$ cat src/inc/mdea_defines.svh
/*
  Constants of the monitor display and energy accumulator block.
  Assumes a 100 MHz system clock and word-indexed register port.
*/
`ifndef MDEA_DEFINES_SVH
`define MDEA_DEFINES_SVH

// Register indexes
`define MDEA_ADR_MONSEL    3'h0
`define MDEA_ADR_CLEAR     3'h1
`define MDEA_ADR_SHIFT     3'h2
`define MDEA_ADR_COMM_KWH  3'h3
`define MDEA_ADR_COMM_CKWH 3'h4
`define MDEA_ADR_STATUS    3'h5

// Monitor select codes
`define MDEA_SEL_STEP      8'h00
`define MDEA_SEL_ENERGY    8'h19
`define MDEA_SEL_TERM      8'h37
`define MDEA_SEL_STOPFREQ  8'h64
`define MDEA_MONSEL_RST    8'h00

// Energy clear and digit shift codes
`define MDEA_CLR_DO        16'h0000
`define MDEA_CLR_RANGE10   16'h000a
`define MDEA_CLR_9999      16'h270f
`define MDEA_SHIFT_WRAP    16'h270f
`define MDEA_SHIFT_MAXN    16'h0004
`define MDEA_SHIFT_RST     16'h270f

// Limits, energy kept in 0.01 kWh
`define MDEA_ENERGY_MAX    24'h98967f
`define MDEA_PANEL_MAX     24'h00270f
`define MDEA_PU_MAX        24'h01869f
`define MDEA_COMM_MAX10    24'h00270f
`define MDEA_COMM_MAX      24'h00ffff

// Times in their own units
`define MDEA_CLK_HZ        64'h5f5e100
`define MDEA_ACC_PERIOD_H  64'h1
`define MDEA_HOLD_MS       64'h3e8
`define MDEA_BLINK_MS      64'hfa

`endif

$ cat src/inc/mdea_pkg.sv
/*
  Types of the monitor display and energy accumulator block.
  Assumes nothing beyond the defines header.
*/
package mdea_pkg;
  typedef enum logic [1:0] {
    MDEA_SLOT_FREQ  = 2'b00,
    MDEA_SLOT_CURR  = 2'b01,
    MDEA_SLOT_THIRD = 2'b10,
    MDEA_SLOT_FAULT = 2'b11
  } mdea_slot_type;
endpackage : mdea_pkg

$ cat src/core/mdea_core.sv
/*
  Panel monitor selection, stop/run frequency display, terminal LED view
  and cumulative output energy with per-channel formatting.
  Assumes all inputs synchronous to CLK and a single-cycle register port.
*/
// The placing of the registers and strobed register access are this design's own decisions.
`timescale 1ns/1ps
`include "mdea_defines.svh"

module mdea_core #(
  parameter logic [63:0] HOUR_CYCLES =
    `MDEA_ACC_PERIOD_H * 64'd3600 * `MDEA_CLK_HZ,
  parameter logic [31:0] HOLD_CYCLES =
    32'(`MDEA_HOLD_MS * (`MDEA_CLK_HZ / 64'd1000)),
  parameter logic [31:0] BLINK_CYCLES =
    32'(`MDEA_BLINK_MS * (`MDEA_CLK_HZ / 64'd1000))
) (
  input  wire logic        CLK,
  input  wire logic        RESET,
  input  wire logic [2:0]  ADDR,
  input  wire logic [15:0] WDATA,
  input  wire logic        WR,
  input  wire logic        RD,
  output logic      [15:0] RDATA,
  input  wire logic        SET_KEY,
  input  wire logic        RUNNING,
  input  wire logic        FAULT,
  input  wire logic        OUTPUT_INHIBIT,
  input  wire logic        AUTOTUNE,
  input  wire logic [15:0] OUT_FREQ,
  input  wire logic [15:0] SET_FREQ_LIM,
  input  wire logic [15:0] OUT_CURR,
  input  wire logic [15:0] OUT_VOLT,
  input  wire logic [15:0] FAULT_CODE,
  input  wire logic [15:0] SEL_VALUE,
  input  wire logic [15:0] TUNE_STATUS,
  input  wire logic [15:0] OUT_POWER,
  input  wire logic [7:0]  IN_TERM,
  input  wire logic [7:0]  OUT_TERM,
  output logic      [15:0] DISP_VALUE,
  output logic      [1:0]  DISP_DP,
  output logic             DISP_DASH,
  output logic             LED_HZ,
  output logic             LED_A,
  output logic             TERM_VIEW,
  output logic      [7:0]  SEG_UPPER,
  output logic      [7:0]  SEG_LOWER,
  output logic             SEG_CENTER,
  output logic      [1:0]  SLOT,
  output logic      [16:0] PU_VALUE,
  output logic      [1:0]  PU_DP,
  output logic             PU_DASH
);

  ////////////////////////////////////////////////////////////////////////
  // Helpers

  function automatic logic [23:0] shift_fn(input logic [23:0] v,
                                           input logic [2:0]  n);
    case (n)
      3'h0:    shift_fn = v;
      3'h1:    shift_fn = v / 24'd10;
      3'h2:    shift_fn = v / 24'd100;
      3'h3:    shift_fn = v / 24'd1000;
      3'h4:    shift_fn = v / 24'd10000;
      default: shift_fn = v;
    endcase
  endfunction : shift_fn

  // Returns {dash, dp, value}; lim is the top of the 0.01 range
  function automatic logic [19:0] fmt_fn(input logic [23:0] v,
                                         input logic [23:0] lim);
    logic [23:0] d10;
    logic [23:0] d100;
    d10  = v / 24'd10;
    d100 = v / 24'd100;
    if (v <= lim)
      fmt_fn = {1'b0, 2'h2, v[16:0]};
    else if (d10 <= lim)
      fmt_fn = {1'b0, 2'h1, d10[16:0]};
    else if (d100 <= lim)
      fmt_fn = {1'b0, 2'h0, d100[16:0]};
    else
      fmt_fn = {1'b1, 2'h0, 17'h00000};
  endfunction : fmt_fn

  ////////////////////////////////////////////////////////////////////////
  // Registers

  logic [7:0]  monsel_reg;
  logic        range10_reg;
  logic [15:0] shift_reg;
  logic [23:0] acc_reg;
  logic [23:0] acc_next;
  logic [63:0] hour_cnt_reg;
  logic [31:0] key_cnt_reg;
  logic        key_d_reg;
  logic        held_reg;
  logic [31:0] blink_cnt_reg;
  logic        blink_reg;
  logic        fault_d_reg;
  logic [15:0] fault_freq_reg;
  mdea_pkg::mdea_slot_type slot_reg;
  mdea_pkg::mdea_slot_type first_reg;

  ////////////////////////////////////////////////////////////////////////
  // Decode

  wire wr_monsel = WR && ADDR == `MDEA_ADR_MONSEL;
  wire wr_clear  = WR && ADDR == `MDEA_ADR_CLEAR;
  wire wr_shift  = WR && ADDR == `MDEA_ADR_SHIFT;
  wire clear_go  = wr_clear && WDATA == `MDEA_CLR_DO;
  wire shift_ok  = WDATA <= `MDEA_SHIFT_MAXN ||
                   WDATA == `MDEA_SHIFT_WRAP;
  wire wrap_mode = shift_reg == `MDEA_SHIFT_WRAP;
  wire [2:0] shift_n = wrap_mode ? 3'h0 : shift_reg[2:0];
  wire hour_tick = hour_cnt_reg == HOUR_CYCLES - 64'd1;

  wire sel_step   = monsel_reg == `MDEA_SEL_STEP;
  wire sel_stop   = monsel_reg == `MDEA_SEL_STOPFREQ;
  wire sel_term   = monsel_reg == `MDEA_SEL_TERM;
  wire sel_energy = monsel_reg == `MDEA_SEL_ENERGY;
  wire stopped    = !RUNNING || OUTPUT_INHIBIT;

  ////////////////////////////////////////////////////////////////////////
  // Energy

  // Clear first, then the hourly sample, so a tick is never lost
  wire [23:0] acc_base = clear_go ? 24'h000000 : acc_reg;
  wire [24:0] acc_sum  = {1'b0, acc_base} + {9'h000, OUT_POWER};
  wire        acc_ovf  = acc_sum > {1'b0, `MDEA_ENERGY_MAX};

  always_comb begin
    acc_next = acc_base;
    if (hour_tick) begin
      if (!acc_ovf)
        acc_next = acc_sum[23:0];
      else if (wrap_mode)
        acc_next = 24'h000000;
      else
        acc_next = `MDEA_ENERGY_MAX;
    end
  end

  wire [23:0] acc_shown = shift_fn(acc_reg, shift_n);
  wire [19:0] panel_fmt = fmt_fn(acc_shown, `MDEA_PANEL_MAX);
  wire [19:0] pu_fmt    = fmt_fn(acc_shown, `MDEA_PU_MAX);
  wire [23:0] comm_kwh  = acc_shown / 24'd100;
  wire [23:0] comm_lim  = range10_reg ? `MDEA_COMM_MAX10
                                      : `MDEA_COMM_MAX;
  wire [15:0] comm_w    = comm_kwh > comm_lim ? comm_lim[15:0]
                                              : comm_kwh[15:0];
  wire [15:0] comm_c    = acc_shown > `MDEA_COMM_MAX ? 16'hffff
                                                     : acc_shown[15:0];

  ////////////////////////////////////////////////////////////////////////
  // Display selection

  // Fault freezes the captured frequency; stop shows limited setpoint
  wire [15:0] freq_src = (FAULT && fault_d_reg) ? fault_freq_reg
                       : (sel_stop && stopped) ? SET_FREQ_LIM
                       : OUT_FREQ;
  wire [15:0] third_src = (sel_step || sel_stop) ? OUT_VOLT
                                                 : SEL_VALUE;
  wire is_third  = slot_reg == mdea_pkg::MDEA_SLOT_THIRD;
  wire show_term = is_third && sel_term && !AUTOTUNE;
  wire show_en   = is_third && sel_energy && !AUTOTUNE;

  logic [15:0] raw_val;
  always_comb begin
    case (slot_reg)
      mdea_pkg::MDEA_SLOT_FREQ:  raw_val = freq_src;
      mdea_pkg::MDEA_SLOT_CURR:  raw_val = OUT_CURR;
      mdea_pkg::MDEA_SLOT_THIRD: raw_val = third_src;
      mdea_pkg::MDEA_SLOT_FAULT: raw_val = FAULT_CODE;
      default:                   raw_val = OUT_FREQ;
    endcase
  end

  wire [15:0] disp_src = AUTOTUNE ? TUNE_STATUS : raw_val;
  wire        dash_src = show_en ? panel_fmt[19]
                       : disp_src > `MDEA_PANEL_MAX;
  wire [15:0] val_src  = dash_src ? 16'h0000
                       : show_en ? panel_fmt[15:0] : disp_src;
  wire        hz_src   = slot_reg == mdea_pkg::MDEA_SLOT_FREQ &&
                         !AUTOTUNE &&
                         (!(sel_stop && stopped) || blink_reg);
  wire        a_src    = slot_reg == mdea_pkg::MDEA_SLOT_CURR &&
                         !AUTOTUNE;

  ////////////////////////////////////////////////////////////////////////
  // Set key: short press steps, 1 s hold stores the first monitor

  wire key_rel  = key_d_reg && !SET_KEY;
  wire key_hold = SET_KEY && !held_reg &&
                  key_cnt_reg == HOLD_CYCLES - 32'd1;

  always_ff @(posedge CLK) begin
    if (RESET) begin
      key_d_reg   <= 1'b0;
      key_cnt_reg <= 32'h00000000;
      held_reg    <= 1'b0;
      first_reg   <= mdea_pkg::MDEA_SLOT_FREQ;
      slot_reg    <= mdea_pkg::MDEA_SLOT_FREQ;
    end else begin
      key_d_reg   <= SET_KEY;
      key_cnt_reg <= SET_KEY && !held_reg ? key_cnt_reg + 32'd1
                                          : 32'h00000000;
      if (key_hold) begin
        held_reg  <= 1'b1;
        first_reg <= slot_reg;
      end else if (!SET_KEY) begin
        held_reg  <= 1'b0;
      end
      if (key_rel && !held_reg)
        slot_reg <= mdea_pkg::mdea_slot_type'(slot_reg + 2'h1);
    end
  end

  ////////////////////////////////////////////////////////////////////////
  // Timers, fault capture, energy state

  always_ff @(posedge CLK) begin
    if (RESET) begin
      hour_cnt_reg   <= 64'h0;
      blink_cnt_reg  <= 32'h00000000;
      blink_reg      <= 1'b0;
      fault_d_reg    <= 1'b0;
      fault_freq_reg <= 16'h0000;
      acc_reg        <= 24'h000000;
    end else begin
      hour_cnt_reg <= hour_tick ? 64'h0 : hour_cnt_reg + 64'd1;
      if (blink_cnt_reg == BLINK_CYCLES - 32'd1) begin
        blink_cnt_reg <= 32'h00000000;
        blink_reg     <= !blink_reg;
      end else begin
        blink_cnt_reg <= blink_cnt_reg + 32'd1;
      end
      fault_d_reg <= FAULT;
      if (FAULT && !fault_d_reg)
        fault_freq_reg <= OUT_FREQ;
      acc_reg <= acc_next;
    end
  end

  ////////////////////////////////////////////////////////////////////////
  // Register port

  always_ff @(posedge CLK) begin
    if (RESET) begin
      monsel_reg  <= `MDEA_MONSEL_RST;
      range10_reg <= 1'b0;
      shift_reg   <= `MDEA_SHIFT_RST;
    end else begin
      if (wr_monsel)
        monsel_reg <= WDATA[7:0];
      if (wr_clear && WDATA == `MDEA_CLR_RANGE10)
        range10_reg <= 1'b1;
      else if (wr_clear && WDATA == `MDEA_CLR_9999)
        range10_reg <= 1'b0;
      if (wr_shift && shift_ok)
        shift_reg <= WDATA;
    end
  end

  logic [15:0] rd_mux;
  always_comb begin
    case (ADDR)
      `MDEA_ADR_MONSEL:    rd_mux = {8'h00, monsel_reg};
      `MDEA_ADR_CLEAR:     rd_mux = range10_reg ? `MDEA_CLR_RANGE10
                                                : `MDEA_CLR_9999;
      `MDEA_ADR_SHIFT:     rd_mux = shift_reg;
      `MDEA_ADR_COMM_KWH:  rd_mux = comm_w;
      `MDEA_ADR_COMM_CKWH: rd_mux = comm_c;
      `MDEA_ADR_STATUS:    rd_mux = {10'h000, first_reg, slot_reg,
                                     FAULT, AUTOTUNE};
      default:             rd_mux = 16'h0000;
    endcase
  end

  ////////////////////////////////////////////////////////////////////////
  // Output flops

  always_ff @(posedge CLK) begin
    if (RESET) begin
      RDATA      <= 16'h0000;
      DISP_VALUE <= 16'h0000;
      DISP_DP    <= 2'h0;
      DISP_DASH  <= 1'b0;
      LED_HZ     <= 1'b0;
      LED_A      <= 1'b0;
      TERM_VIEW  <= 1'b0;
      SEG_UPPER  <= 8'h00;
      SEG_LOWER  <= 8'h00;
      SEG_CENTER <= 1'b0;
      SLOT       <= 2'h0;
      PU_VALUE   <= 17'h00000;
      PU_DP      <= 2'h0;
      PU_DASH    <= 1'b0;
    end else begin
      RDATA      <= RD ? rd_mux : 16'h0000;
      DISP_VALUE <= show_term ? 16'h0000 : val_src;
      DISP_DP    <= show_en ? panel_fmt[18:17] : 2'h0;
      DISP_DASH  <= !show_term && dash_src;
      LED_HZ     <= hz_src;
      LED_A      <= a_src;
      TERM_VIEW  <= show_term;
      SEG_UPPER  <= show_term ? IN_TERM : 8'h00;
      SEG_LOWER  <= show_term ? OUT_TERM : 8'h00;
      SEG_CENTER <= show_term;
      SLOT       <= slot_reg;
      PU_VALUE   <= pu_fmt[16:0];
      PU_DP      <= pu_fmt[18:17];
      PU_DASH    <= pu_fmt[19];
    end
  end
endmodule : mdea_core

$ cat config.mk
export PLATFORM = sky130hd
export DESIGN_NAME = mdea_core
export DESIGN_NICKNAME = d
export VERILOG_FILES = /design/src/inc/mdea_pkg.sv /design/src/core/mdea_core.sv
export VERILOG_INCLUDE_DIRS = /design/src /design/src/inc
export SDC_FILE = /design/constraint.sdc
export NUM_CORES = 1
export LEC_CHECK = 0
export ABC_CLOCK_PERIOD_IN_PS = 153000
export BUFFER_PORTS_ARGS = -buffer_cell sky130_fd_sc_hd__buf_2
export CAP_MARGIN = 15
export CORE_UTILIZATION = 63
export CTS_CLUSTER_DIAMETER = 80
export DETAILED_ROUTE_END_ITERATION = 10
export GPL_ROUTABILITY_DRIVEN = 0
export PLACE_DENSITY = 0.79
export SLEW_MARGIN = 0
export SYNTH_ARGS = -nofsm -noshare
export SYNTH_HDL_FRONTEND = slang
export SYNTH_SLANG_ARGS = --single-unit
$ cat constraint.sdc
create_clock -name CLK -period 153 [get_ports CLK]
set_input_delay 30.6 -clock CLK [delete_from_list [all_inputs] [get_ports CLK]]
set_output_delay 30.6 -clock CLK [all_outputs]
set_load 0.02 [all_outputs]
==> results.md <==
- Final hold violations: 0
- Synth-to-layout area growth: 8.62%
- Drc violations: 0
- Routed len/inst: 19.1 um
- Post-route cell area: 33300 sq um
- Syn Area/Cell: 7.20 sq um
- Hold buffers post-CTS: 0
- Status: completed
- Setup TNS: 0 ns
- Part of the Yosys area used for sequential elements: 18.1%
- Port buffer count: 248
- CP endpoint: RDATA[15]$_SDFF_PP0_
- Initial antenna violation count: 6
- Top FF cell, synth: dfxtp_1
- Post-CTS Resized: 0
- Slowest stage delay, CP: 0.82 ns
- Dpl cell area: 32400 sq um
- Relative slew slack: 26.7%
- Dpl hpwl: 73.1 mm
- Crit Path Class: reg -> reg
- Clk buf depth: 3
- Worst Tran Pin Value: 1.10 ns
- Vias per std cell: 6.69
- Arrival @ worst endpoint: 64.94 ns
- CTS root buf: clkbuf_16
- Mapped Area: 30700 sq um
- Vias in the first global route: 30000
- Total track usage: 37.2%
- Final WL: 96.3 mm
- CP startpoint kind: register
- Unrepaired setup endpoints after global routing: false
- H-tree depth: 1
- Cells after Synth: 4266
- CP max FO: 43
- Flop2flop setup slack: 88.55 ns
- Via Count: 33700
- Max-cap viol count: 0
- DR pass1 iterations: 8
- CTS sink cnt: 277
- Cell Rows: 80
- Share of flip-flops with an asynchronous set or reset: 0%
- Achievable Freq: 0.0155 GHz
- Clock slew at reported path FFs: 0.06 ns
- Global route total overflow: 0
- Nets: 4791
- Yosys reg bits: 277
- CP Capture Type: register
- # Post-CTS Setup Buffers: 0
- Critical Path RT: 153.49 ns
- Layout cell share with drive strength beyond 1: 12.1%
- Largest register FFs: 64
- Crit path time final: 64.45 ns
- Final setup viols: 0
- Largest net degree at the start of global routing: 64
- Min-delay src: fault_freq_reg[11]$_SDFFE_PP0P_
- Die Area: 49600 sq um
- Slew Limit Fails: 0
- Launch instance of the worst register-to-register path: shift_reg[1]$_SDFFE_PP1P_
- Worst hold path type: reg -> reg
- Synth warn: 0
- Core Region: 47900 sq um
- Number of synthesized flops with an enable pin: 0
- Crit-path slowest cell: a21oi_1
- Worst r2r dst: RDATA[15]$_SDFF_PP0_
- Final core occ: 69.6%
- Worst-case reg-to-reg path depth: 261
- Iter 0 DRT Violations: 3460
- Clk_lat worst skew: 0.59 ns
- Final ANT Viol Nets: 0
- Synth unique cells: 123
- Starting Density: 64.0%
- DIE WIDTH: 223 um
- Tcrit/Tclk final: 42.1%
- Num ports: 249
- Clk_skew: 0.0277 ns
- Worst Setup SP: shift_reg[1]$_SDFFE_PP1P_
- First-pass GRT wire length: 154 mm
- Most frequent CP cell: o21a_1
- Die H: 223 um
- Fillers: 4205
- TritonCTS clock tree: built
- Total CTS buffers: 29
## worst min path at each step
| stage | end | slack, ns | depth (start not counted) |
|---|---|---|---|
| after floorplan | blink_cnt_reg[0]$_SDFF_PP0_ | 0.43 | 1 |
| after global placement | fault_freq_reg[3]$_SDFFE_PP0P_ | 0.44 | 2 |
| after detailed placement | fault_freq_reg[7]$_SDFFE_PP0P_ | 0.44 | 2 |
| after CTS | fault_freq_reg[7]$_SDFFE_PP0P_ | 0.45 | 2 |
| after global routing | fault_freq_reg[7]$_SDFFE_PP0P_ | 0.47 | 2 |
| final | fault_freq_reg[11]$_SDFFE_PP0P_ | 0.45 | 2 |
## layout make-up
type	count	area, sq um	area share [%]
well taps	615	769	2.31
clock buffers	36	782	2.35
repair buffers	304	1660	4.98
flip-flops and latches	277	5550	16.6
inverters	98	368	1.10
clock inverters	15	188	0.563
diodes	4	10.0	0.0300
multi-input cells	3682	24000	72.0
## cell usage after synthesis, types with 27 or more instances
cell / instances / area share (%)
inv_1: 90 / 1.1
nor2b_1: 34 / 0.69
o21a_1: 120 / 2.9
o31ai_1: 68 / 1.7
o221ai_1: 27 / 0.77
nand2_1: 465 / 5.7
mux2i_1: 38 / 1.2
and3_1: 69 / 1.4
a211oi_1: 70 / 1.7
nor2_1: 444 / 5.4
clkbuf_1: 174 / 2.1
or3_1: 58 / 1.2
and2_1: 65 / 1.3
o21ai_1: 30 / 0.49
xor2_1: 113 / 3.2
o21ai_0: 230 / 3.7
nor4_1: 41 / 0.84
nand2b_1: 32 / 0.65
ha_1: 226 / 9.2
nand4_1: 58 / 1.2
dfxtp_1: 277 / 18
nor3_1: 184 / 3.0
xnor2_1: 126 / 3.6
a21oi_1: 304 / 5.0
a31oi_1: 53 / 1.1
or2_2: 38 / 0.77
a21o_1: 65 / 1.6
mux2_2: 62 / 2.3
nand3_1: 151 / 2.5
o211ai_1: 55 / 1.3
## layer usage
metal | wire, um | share of wire [%] | up-vias | GRT usage (%)
li1 | - | - | 16300 | -
met1 | 41300 | 43 | 15600 | 51.1
met2 | 42100 | 44 | 1561 | 58.7
met3 | 9350 | 9.7 | 291 | 6.03
met4 | 3540 | 3.7 | 4 | 13.0
met5 | 30 | 0.031 | - | 0
## cells in the final DEF (no fill, tap or decap), drive strengths merged, types with 36 or more instances in the layout
cell type / instances
ha: 226
a31oi: 54
xor2: 113
nand2: 466
dfxtp: 277
nor2: 445
a21oi: 306
xnor2: 126
a21o: 65
nor4: 42
and2: 68
and3: 69
nand3: 153
nand4: 59
a211oi: 73
nor3: 184
o211ai: 60
o31ai: 71
buf: 304
o21ai: 261
clkbuf: 36
o21a: 120
mux2i: 38
or2: 44
inv: 100
mux2: 65
or3: 59
## metrics by stage
stage	worst slack [ns]	std cells	hold WS, ns
after floorplan	93.58	4267	0.426
after global placement	91.90	4975	0.440
after detailed placement	89.89	4975	0.443
after CTS	89.65	5026	0.452
after global routing	83.67	5031	0.468
final	88.55	5031	0.454
## worst max-delay path: cells and delay by family, from the launching register on
kind	cells	cell delay, ns
mux	10	3.36
fa+ha+maj	21	6.49
simple gates	66	14.53
buf+inv	16	2.42
flops	1	0.51
compound gates	148	36.85
## kinds of logic (layout without fill, tap and decap cells)
group | count (synthesis) | count (layout) | synth area share (%)
and+or+nand+nor | 1730 | 1730 | 27.1
AOI/OAI and AO/OA | 1370 | 1370 | 30.8
buffers and inverters | 308 | 453 | 3.88
DFF | 277 | 277 | 18.1
xor gates and xnor gates | 239 | 239 | 6.82
adders and majority gates | 238 | 238 | 9.64
muxes | 103 | 103 | 3.64
other | 1 | 6 | 0.0122
Power is left out: the tool's default activity adds up to more than one toggle a clock period on the data nets, which glitch-free logic cannot reach.
